===== config.mk =====
export PLATFORM = sky130hd
export DESIGN_NAME = debug_serial_autobaud
export DESIGN_NICKNAME = d
export VERILOG_FILES = /design/src/rtl/debug_serial_tx.v /design/src/rtl/debug_serial_autobaud.v
export VERILOG_INCLUDE_DIRS = /design/src /design/src/include
export SDC_FILE = /design/constraint.sdc
export NUM_CORES = 1
export LEC_CHECK = 0
export ABC_AREA = 1
export BUFFER_PORTS_ARGS = -buffer_cell sky130_fd_sc_hd__buf_2
export CAP_MARGIN = 40
export CORE_MARGIN = 4
export CORE_UTILIZATION = 55
export DETAILED_ROUTE_END_ITERATION = 16
export HOLD_SLACK_MARGIN = 0.05
export PLACE_DENSITY = 0.77
export SLEW_MARGIN = 40
export SYNTH_ARGS = -nofsm -noshare
export SYNTH_HDL_FRONTEND = slang
export SYNTH_SLANG_ARGS = --single-unit

===== constraint.sdc =====
create_clock -name CLK_I -period 2.1 [get_ports CLK_I]
set_input_delay 0.315 -clock CLK_I [delete_from_list [all_inputs] [get_ports CLK_I]]
set_output_delay 0.315 -clock CLK_I [all_outputs]
set_load 0.02 [all_outputs]

===== src/include/debug_serial_consts.vh =====
`ifndef DEBUG_SERIAL_CONSTS_VH
`define DEBUG_SERIAL_CONSTS_VH

`define DS_CLK_PERIOD_NS   50
`define DS_DATA_BITS       8
`define DS_FRAME_BITS      10
`define DS_CAL_CHAR        8'h80
`define DS_CAL_SHIFT       3
`define DS_MAX_DIV         512
`define DS_PER_W           10
`define DS_LINE_IDLE       1'b1
`define DS_START_LVL       1'b0
`define DS_STOP_LVL        1'b1

`define DS_ST_CAL_WAIT     3'h0
`define DS_ST_CAL_MEAS     3'h1
`define DS_ST_IDLE         3'h2
`define DS_ST_START        3'h3
`define DS_ST_DATA         3'h4
`define DS_ST_STOP         3'h5

`endif


===== src/rtl/debug_serial_tx.v =====
`timescale 1ns/1ps
`include "debug_serial_consts.vh"

module debug_serial_tx #(
	parameter PER_W = `DS_PER_W
) (
	// clock and reset
	input  wire             clk_i,
	input  wire             resetn_i,
	// bit period and request
	input  wire [PER_W-1:0] period_i,
	input  wire             start_i,
	input  wire [7:0]       data_i,
	// line side
	output reg              line_o,
	output reg              busy_o
);

	reg [8:0]       shift_r;
	reg [3:0]       bits_r;
	reg [PER_W-1:0] cnt_r;

	////////////////////////////////////////////////////////////////////////
	// one start bit, eight data bits lsb first, one stop bit, each bit held
	// for the measured period
	always @(posedge clk_i or negedge resetn_i) begin
		if (!resetn_i) begin
			line_o  <= `DS_LINE_IDLE;
			busy_o  <= 1'b0;
			shift_r <= 9'h1FF;
			bits_r  <= 4'h0;
			cnt_r   <= {PER_W{1'b0}};
		end else if (!busy_o) begin
			if (start_i) begin
				line_o  <= `DS_START_LVL;
				shift_r <= {`DS_STOP_LVL, data_i};
				bits_r  <= 4'h9;
				cnt_r   <= period_i - {{(PER_W-1){1'b0}}, 1'b1};
				busy_o  <= 1'b1;
			end
		end else if (cnt_r != {PER_W{1'b0}}) begin
			cnt_r <= cnt_r - {{(PER_W-1){1'b0}}, 1'b1};
		end else if (bits_r == 4'h0) begin
			busy_o <= 1'b0;
			line_o <= `DS_LINE_IDLE;
		end else begin
			line_o  <= shift_r[0];
			shift_r <= {1'b1, shift_r[8:1]};
			bits_r  <= bits_r - 4'h1;
			cnt_r   <= period_i - {{(PER_W-1){1'b0}}, 1'b1};
		end
	end

endmodule


===== src/rtl/debug_serial_autobaud.v =====
`timescale 1ns/1ps
`include "debug_serial_consts.vh"

module debug_serial_autobaud #(
	parameter PER_W = `DS_PER_W
) (
	// clock and reset
	input  wire             CLK_I,
	input  wire             RESETN_I,
	// one-wire debug pin
	input  wire             DEBUG_SERIAL_PIN_I,
	output wire             DEBUG_SERIAL_PIN_O,
	output wire             DEBUG_SERIAL_PIN_OE_O,
	// power mode and reset request
	input  wire             HALT_MODE_I,
	output reg              SYS_RESET_REQ_O,
	// received characters
	output reg  [7:0]       RX_DATA_O,
	output reg              RX_VALID_O,
	output reg              RX_FRAME_ERR_O,
	// characters to send
	input  wire [7:0]       TX_DATA_I,
	input  wire             TX_VALID_I,
	output wire             TX_READY_O,
	// calibration state
	output reg              BAUD_LOCKED_O,
	output reg  [PER_W-1:0] BIT_PERIOD_O
);

	localparam MEAS_W = PER_W + `DS_CAL_SHIFT;

	localparam [2:0] ST_CAL_WAIT = `DS_ST_CAL_WAIT;
	localparam [2:0] ST_CAL_MEAS = `DS_ST_CAL_MEAS;
	localparam [2:0] ST_IDLE     = `DS_ST_IDLE;
	localparam [2:0] ST_START    = `DS_ST_START;
	localparam [2:0] ST_DATA     = `DS_ST_DATA;
	localparam [2:0] ST_STOP     = `DS_ST_STOP;

	localparam [PER_W-1:0]  PER_ONE  = {{(PER_W-1){1'b0}}, 1'b1};
	localparam [MEAS_W-1:0] MEAS_ONE = {{(MEAS_W-1){1'b0}}, 1'b1};

	reg  [2:0]        state_r;
	reg  [2:0]        state_nxt;
	reg  [MEAS_W-1:0] meas_r;
	reg  [MEAS_W-1:0] meas_nxt;
	reg  [PER_W-1:0]  cnt_r;
	reg  [PER_W-1:0]  cnt_nxt;
	reg  [2:0]        bit_r;
	reg  [2:0]        bit_nxt;
	reg  [7:0]        shift_r;
	reg  [7:0]        shift_nxt;
	reg  [PER_W-1:0]  period_nxt;
	reg               locked_nxt;
	reg  [7:0]        rx_data_nxt;
	reg               rx_valid_nxt;
	reg               rx_err_nxt;
	reg               pin_prev_r;

	wire              tx_busy;
	wire              tx_start;
	wire              tx_line;
	wire [PER_W-1:0]  half_per;
	wire [PER_W-1:0]  meas_per;
	wire              pin;

	assign pin = DEBUG_SERIAL_PIN_I;

	// mid-bit offset from the first low cycle; zero for one or two clocks
	assign half_per = (BIT_PERIOD_O - PER_ONE) >> 1;

	// eight low bits were timed, so one bit is the count over eight
	assign meas_per = meas_r[MEAS_W-1:`DS_CAL_SHIFT];

	////////////////////////////////////////////////////////////////////////
	// calibration and receive sequencing, all on the system clock
	always @* begin
		state_nxt    = state_r;
		meas_nxt     = meas_r;
		cnt_nxt      = cnt_r;
		bit_nxt      = bit_r;
		shift_nxt    = shift_r;
		period_nxt   = BIT_PERIOD_O;
		locked_nxt   = BAUD_LOCKED_O;
		rx_data_nxt  = RX_DATA_O;
		rx_valid_nxt = 1'b0;
		rx_err_nxt   = 1'b0;
		case (state_r)
			ST_CAL_WAIT: begin
				// receive and transmit wait for the lock; calibration starts when the pin is first sampled low
				if (pin == `DS_START_LVL) begin
					meas_nxt  = MEAS_ONE;
					state_nxt = ST_CAL_MEAS;
				end
			end
			ST_CAL_MEAS: begin
				// 80H gives one unbroken low run of eight bit times
				if (pin == `DS_START_LVL) begin
					// saturate rather than wrap on a too-slow host
					if (meas_r != {MEAS_W{1'b1}}) begin
						meas_nxt = meas_r + MEAS_ONE;
					end
				end else begin
					if (meas_per == {PER_W{1'b0}}) begin
						period_nxt = PER_ONE;
					end else begin
						period_nxt = meas_per;
					end
					locked_nxt = 1'b1;
					// the high tail of 80H simply reads as idle line
					state_nxt  = ST_IDLE;
				end
			end
			ST_IDLE: begin
				// own transmission is not echoed into the receiver; a start
				// is a falling edge, so a line left low after a bad stop bit
				// is not read as an endless run of frames
				if (pin == `DS_START_LVL && pin_prev_r == `DS_LINE_IDLE
						&& !tx_busy) begin
					bit_nxt = 3'h0;
					if (half_per == {PER_W{1'b0}}) begin
						cnt_nxt   = BIT_PERIOD_O - PER_ONE;
						state_nxt = ST_DATA;
					end else begin
						cnt_nxt   = half_per - PER_ONE;
						state_nxt = ST_START;
					end
				end
			end
			ST_START: begin
				if (cnt_r != {PER_W{1'b0}}) begin
					cnt_nxt = cnt_r - PER_ONE;
				end else if (pin == `DS_START_LVL) begin
					cnt_nxt   = BIT_PERIOD_O - PER_ONE;
					state_nxt = ST_DATA;
				end else begin
					// glitch shorter than half a bit: not a start bit
					state_nxt = ST_IDLE;
				end
			end
			ST_DATA: begin
				if (cnt_r != {PER_W{1'b0}}) begin
					cnt_nxt = cnt_r - PER_ONE;
				end else begin
					shift_nxt = {pin, shift_r[7:1]};
					cnt_nxt   = BIT_PERIOD_O - PER_ONE;
					bit_nxt   = bit_r + 3'h1;
					if (bit_r == 3'h7) begin
						state_nxt = ST_STOP;
					end
				end
			end
			ST_STOP: begin
				if (cnt_r != {PER_W{1'b0}}) begin
					cnt_nxt = cnt_r - PER_ONE;
				end else begin
					// leaving at mid stop bit leaves half a bit of slack
					state_nxt = ST_IDLE;
					if (pin == `DS_STOP_LVL) begin
						rx_data_nxt  = shift_r;
						rx_valid_nxt = 1'b1;
					end else begin
						rx_err_nxt = 1'b1;
					end
				end
			end
			default: begin
				state_nxt = ST_CAL_WAIT;
			end
		endcase
	end

	always @(posedge CLK_I or negedge RESETN_I) begin
		if (!RESETN_I) begin
			state_r        <= ST_CAL_WAIT;
			meas_r         <= {MEAS_W{1'b0}};
			cnt_r          <= {PER_W{1'b0}};
			bit_r          <= 3'h0;
			shift_r        <= 8'h00;
			BIT_PERIOD_O   <= PER_ONE;
			BAUD_LOCKED_O  <= 1'b0;
			RX_DATA_O      <= 8'h00;
			RX_VALID_O     <= 1'b0;
			RX_FRAME_ERR_O <= 1'b0;
			pin_prev_r     <= `DS_LINE_IDLE;
		end else begin
			pin_prev_r     <= pin;
			state_r        <= state_nxt;
			meas_r         <= meas_nxt;
			cnt_r          <= cnt_nxt;
			bit_r          <= bit_nxt;
			shift_r        <= shift_nxt;
			BIT_PERIOD_O   <= period_nxt;
			BAUD_LOCKED_O  <= locked_nxt;
			RX_DATA_O      <= rx_data_nxt;
			RX_VALID_O     <= rx_valid_nxt;
			RX_FRAME_ERR_O <= rx_err_nxt;
		end
	end

	////////////////////////////////////////////////////////////////////////
	// halt-mode wake: a low pin asks the reset logic for a system reset
	always @(posedge CLK_I or negedge RESETN_I) begin
		if (!RESETN_I) begin
			SYS_RESET_REQ_O <= 1'b0;
		end else begin
			SYS_RESET_REQ_O <= HALT_MODE_I & (pin == 1'b0);
		end
	end

	////////////////////////////////////////////////////////////////////////
	// transmitter: refused until calibrated and while a frame is receiving
	assign TX_READY_O = BAUD_LOCKED_O & ~tx_busy & (state_r == ST_IDLE);
	assign tx_start   = TX_VALID_I & TX_READY_O;

	debug_serial_tx #(
		.PER_W    (PER_W)
	) u_tx (
		.clk_i    (CLK_I),
		.resetn_i (RESETN_I),
		.period_i (BIT_PERIOD_O),
		.start_i  (tx_start),
		.data_i   (TX_DATA_I),
		.line_o   (tx_line),
		.busy_o   (tx_busy)
	);

	// pin is driven only for the length of an outgoing frame
	assign DEBUG_SERIAL_PIN_O    = tx_line;
	assign DEBUG_SERIAL_PIN_OE_O = tx_busy;

endmodule


* After elaboration in Yosys (flattened, before gate mapping)
Index checks and enable logic that the tools add are counted.
Word-level totals: output and inout port bits 25, bits in registers 85, logic and storage cells 126
Operators by class: mux-type cells 51, bitwise operators 7, equality and inequality tests 21, $add $sub $neg 7, reductions and logical operators 23
Operators with widths (number):
- 10-bit two-way mux | 11
- 10-bit one-hot mux with 4 select lines | 1
- 13-bit two-way mux | 3
- 9-bit two-way mux | 4
- 3-bit two-way mux | 11
- 10-bit by 1-bit subtractor with 10-bit output, second input constant | 3
- 13-bit one-hot mux with 2 select lines | 1
- 2-bit inequality test, second input constant | 12
- 10-bit zero test | 2
- 10-bit nonzero test | 2
- 3-bit one-hot mux with 6 select lines | 1
- 4-bit two-way mux | 4
- 1-bit two-way mux | 14
- 13-bit by 1-bit adder with 13-bit output, second input constant | 1
- 13-bit inequality test, second input constant | 1
- 9-bit by 1-bit subtractor with 10-bit output, second input constant | 1
- 3-bit == test, second input constant | 3
- 3-bit AND reduction | 3
- 2-bit AND reduction | 4
- 4-bit AND reduction | 2
- 7-bit AND reduction | 1
- 3-bit by 2-bit == test with 1-bit output, second input constant | 2
- 3-bit inequality test, second input constant | 2
- 3-bit one-hot mux with 2 select lines | 1
- other kinds (11) | 19

* Logic depth before layout (Yosys ltp)
word-level depth 6, depth in mapped cells 15, depth with buffers taken out 15

* Cells and area by module
From an unflattened synthesis, not the netlist that was laid out.
Unflattened totals: cell total of the unflattened synthesis 695, area, all modules 5211.2 um^2
Modules (own cells, without submodules):
- debug_serial_autobaud | sequential area each 1503.9 um^2, area each 3567.2 um^2, times used 1, cells an instance 469
- debug_serial_tx | sequential area each 611.8 um^2, area each 1644.1 um^2, times used 1, cells an instance 226

* Worst setup path before layout
Ideal clock, no wire load.
path kind register -> register, start reg BIT_PERIOD_O[0], end reg state_r[1], library setup time 121 ps, data arrival time 2153 ps, path buffers 0, slack -175 ps, stages on the path, launching flop included 12, path through dfstp_2 > inv_2 > ha_1 > xnor2_1 > ha_1 > nand3_1 > nor2_4 > nand4_2 > nand2_1 > nand3_1 > nand2_1 > o21ai_1
Between the ends: word-level cells in the longest chain between the ends 5
RTL lines:
- start, declared | line debug_serial_autobaud.v:27 | output reg [PER_W-1:0] BIT_PERIOD_O
- start signal, assigned | line debug_serial_autobaud.v:192 | BIT_PERIOD_O <= period_nxt;
- 10-bit by 1-bit subtractor with 10-bit output | line debug_serial_autobaud.v:69 | assign half_per = (BIT_PERIOD_O - PER_ONE) >> 1;
- 10-bit zero test | line debug_serial_autobaud.v:120 | if (half_per == {PER_W{1'b0}}) begin
- 3-bit two-way mux | line debug_serial_autobaud.v:120
- 3-bit two-way mux | line debug_serial_autobaud.v:117 | if (pin == `DS_START_LVL && pin_prev_r == `DS_LINE_IDLE
- 3-bit one-hot mux with 6 select lines | line debug_serial_autobaud.v:87 | case (state_r)
- end signal, assigned | line debug_serial_autobaud.v:187 | state_r <= state_nxt;
- end, declared | line debug_serial_autobaud.v:42 | reg [2:0] state_r;
Every way passes these cells. The select of a mux whose other input is x is not followed. A chain may end at the register's enable or synchronous reset.

* Final worst setup path
start reg BIT_PERIOD_O[0], end reg cnt_r[9]
Between the ends: word-level cells in the longest chain between the ends 5, elaborated cells on any way between the ends 9, those cells by class 2 x add/sub; 6 x mux; 1 x reduce/logical
RTL lines:
- 10-bit by 1-bit subtractor with 10-bit output *
- 9-bit by 1-bit subtractor with 10-bit output / 10-bit zero test (equally long branches) | line debug_serial_autobaud.v:124, debug_serial_autobaud.v:120
- 10-bit two-way mux | line debug_serial_autobaud.v:120
- 10-bit two-way mux | line debug_serial_autobaud.v:117
- 10-bit one-hot mux with 4 select lines * | line debug_serial_autobaud.v:87
- end signal, assigned | line debug_serial_autobaud.v:176 | cnt_r <= {PER_W{1'b0}};
- end signal, assigned | line debug_serial_autobaud.v:189 | cnt_r <= cnt_nxt;
- end, declared | line debug_serial_autobaud.v:46 | reg [PER_W-1:0] cnt_r;
Mark *: on every way between the ends. The rest lies on a longest branch, timed or not. The select of a mux whose other input is x is not followed.

==> impl_metrics.yaml <==
outcome:
  status: "completed"
route:
  drt_first_pass_iters: 5
  vias_per_cell: 5.566
  wl_met3_microns: 632
  wl_mm: 11.74
  dr_total_vias: 4492
  wire_per_inst_microns: 14.55
  drc: 0
  wl_met2_mm: 5.966
  drt-met1-wl_mm: 4.943
  drt_first_iter_violations: 247
  postRouteAntennaNets: 0
  top_layer: "met4"
cts:
  cts_sinks: 84
  htree_levels: 3
  clk_latency_ns: 0.38
  tritoncts.num_buffers: 9
  cts_tree: "yes"
  root_buffer: "clkbuf_8"
  clockBufferDepth: 2
  clk_pin_slew_worst_paths_ns: 0.08
layout:
  drive_gt1_frac: 0.2518
  n_fill_cell: 729
  num_antenna_cells: 0
  nets: 716
  area_delta_synth_final_pct: 18.20
power:
  p_seq_frac: 0.270
  power_switching_uw: 3863
  internal_power_uw: 4242
  switching_share: 0.4766
  power_frac_clock: 0.144
  p_per_area_nw_per_um2: 1407
  peakVddDrop_mv: 0.7435
  leakagePower_uw: 0.002698
  power_frac_comb: 0.586
timing:
  tightest_slew_ns: 0.4559
  finalMaxSlewViolations: 0
  hold_violations: 0
  setup_viol: 0
  max_freq_mhz: 487.5
  clock_skew_ns: 0.01619
  finalSetupTns_ns: 0
  whs_ns: 0.1331
  relSlewSlack: 0.6938
  finalCriticalPeriod_ns: 2.051
  period_share: 0.9768
critical_path:
  endpoint_kind: "flip-flop"
  slowest_stage: "dfstp_2"
  arrival_ns: 2.35
  path_cells: "inv_2 > buf_4 > nand3_1 > nand2_1 > inv_1 > nand3_4 > nor2_4 > nand3_1 > nor2_1 > nand2_1 > nand2_1 > nand2_1 > nand2_1"
  critPathLaunchType: "flip-flop"
  critPathTopFamily: "simple AND/OR/NAND/NOR gates"
  crit_buf_inv: 3
  crit_required_ns: 2.40
  path_max_fanout: 8
  crit_top_cell: "nand2_1"
  worstSetupPathType: "flip-flop to flip-flop"
  max_stage_delay_ns: 0.54
floorplan:
  io-pin-count: 38
  start_util: 0.5616
  core_sq_um: 8678
  dieWidth_microns: 102.1
  die_y_microns: 102.1
  dieArea_sq_um: 10430
  rows: 34
global_route:
  grt_max_degree: 53
  grt_pass1_vias: 4245
  antenna_found_initial: 0
  track_usage: 0.2305
  grt.overflow.total: 0
  grt_pass1_wl_mm: 19.31
logic_synthesis:
  syn_inst: 621
  synthArstFlopShare: 1.000
  synthFlopType: "dfrtp_1"
  syn-num-nets: 643
  synth.distinct_cells: 41
  synth_warnings: 0
  ys_ff_latch: 84
  seq_area_frac_synth: 0.4341
  synth_area_sq_um: 4873
  synth_edf_count: 0
  synth.avg_cell_area_sq_um: 7.848
placed_design:
  place.port_buffers: 37
  post-dp-hpwl_mm: 8.391
  gp_congestion: 0.8777
run:
  cap_viol_max_count: 0
worst_hold_path:
  min_path_type: "input port to flip-flop"
-- path summary, 6_finish.rpt --
path / slack [ns] / end / from / depth (start not counted)
setup / recovery: 0.05 / cnt_r[9] / BIT_PERIOD_O[0] / 13
hold / removal: 0.13 / pin_prev_r / DEBUG_SERIAL_PIN_I / 1
setup reg to reg: 0.05 / cnt_r[9] / BIT_PERIOD_O[0] / 13
hold reg to reg: 0.48 / u_tx.bits_r[0] / u_tx.bits_r[0] / 1
max in group asynchronous: 0.99 / pin_prev_r / RESETN_I / 3
min in group asynchronous: 0.42 / u_tx.bits_r[2] / RESETN_I / 2
-- metal layers --
| layer | vias up | GRT usage |
|---|---|---|
| met5 | - | 0 |
| met2 | 136 | 0.3873 |
| met4 | 0 | 0.08880 |
| met3 | 22 | 0.04778 |
| met1 | 2148 | 0.2928 |
| li1 | 2186 | - |
-- cells by family (layout without fill, tap and decap cells) --
logic type | Yosys count | in the layout | synth area share
AND/OR/NAND/NOR | 283 | 284 | 0.2616
AO/OA/AOI/OAI | 120 | 120 | 0.1476
buffers and inverters | 98 | 175 | 0.08344
flip-flops | 84 | 84 | 0.4341
XOR/XNOR | 27 | 27 | 0.05007
adder cells (fa/ha/maj) | 9 | 9 | 0.02311
-- power groups by stage --
stage,Clock (uW),Sequential (uW),Combinational [uW]
floorplan,0,2220,2840
global placement,0,2180,3780
detailed placement,0,2190,3880
CTS,1180,2160,3990
global route,1250,2220,5210
finish,1170,2190,4750
-- worst reg2reg max path, cell delays in order, from the launching register on --
cell and delay [ns]:
dfstp_2 0.54, inv_2 0.05, buf_4 0.16, nand3_1 0.17, nand2_1 0.17, inv_1 0.17
nand3_4 0.12, nor2_4 0.13, nand3_1 0.10, nor2_1 0.15, nand2_1 0.08, nand2_1 0.06
nand2_1 0.04, nand2_1 0.07
-- repair_timing --
action / CTS / global route
gates resized for setup: 1 / 34
pin swaps: 2 / 13
hold endpoints to repair: 31 / 0
hold buffers: 1 / 0
setup buffers: 2 / 8
setup endpoints to repair: 3 / 48
gates cloned: 0 / 1
-- per-stage QoR --
stage	setup slack [ns]	util	area [sq um]	cells	power (uW)
6_report	0.04880	0.6638	5761	807	8105
5_1_grt	-0.07196	0.6638	5761	807	8688
2_1_floorplan	0.003894	-	4892	621	5060
3_3_place_gp	0.09577	0.6148	5335	779	5959
3_5_place_dp	0.02139	0.6148	5335	779	6075
4_1_cts	0.01539	0.6403	5557	798	7334
-- flip-flops by register name, indices dropped and copies added (netlist names), 3 cells and up --
| signal | cells |
|---|---|
| u_tx.shift_r | 8 |
| BIT_PERIOD_O | 10 |
| bit_r | 3 |
| cnt_r | 10 |
| u_tx.bits_r | 4 |
| shift_r | 8 |
| meas_r | 13 |
| u_tx.cnt_r | 10 |
| RX_DATA_O | 8 |
| state_r | 3 |
-- cell type report --
cell class                 count  area, sq um  share of cell area
multi-input combinational    440         2509              0.4355
sequential                    84         2121              0.3682
timing repair buffer          74        480.5             0.08341
inverter                      85        321.6             0.05582
tap                          108        135.1             0.02346
clock buffer                  11        131.4             0.02281
clock inverter                 5        62.56             0.01086
-- cell usage in the layout, fill, tap and decap left out, types with 6 or more instances in the layout --
| cell type | count |
|---|---|
| nor3_1 | 16 |
| nand2_1 | 121 |
| nand4_1 | 11 |
| buf_2 | 36 |
| nand3_1 | 25 |
| nand2_2 | 12 |
| nor2_4 | 11 |
| a21oi_1 | 18 |
| buf_4 | 36 |
| o22ai_1 | 9 |
| inv_1 | 70 |
| xor2_1 | 20 |
| dfstp_2 | 11 |
| o21ai_2 | 13 |
| o21ai_0 | 53 |
| inv_2 | 14 |
| nor2_1 | 67 |
| ha_1 | 6 |
| clkbuf_8 | 9 |
| o21ai_1 | 7 |
| dfrtp_1 | 69 |
-- cell usage after synthesis, types with 3 or more instances --
cell      instances  area share
nand2_1         127       0.098
dfrtp_1          73        0.37
inv_1            72       0.055
nor2_1           70       0.054
o21ai_0          54       0.055
nand3_1          28       0.029
xor2_1           20       0.036
a21oi_1          18       0.018
nor3_1           16       0.016
inv_2            13       0.010
o21ai_2          13       0.023
dfstp_2          11       0.059
nand4_1          11       0.014
ha_1              9       0.023
o22ai_1           9       0.012
nand2_2           7      0.0090
nor2_2            7      0.0090
nor2_4            6       0.014
o21ai_1           6      0.0062
xnor2_1           6       0.011
buf_2             4      0.0041
buf_6             4      0.0092
clkbuf_1          4      0.0031
o221ai_1          4      0.0072
a22oi_1           3      0.0046
a31oi_1           3      0.0039
nand3_2           3      0.0062
or2_2             3      0.0039
Power figures use the tool's default switching activity.
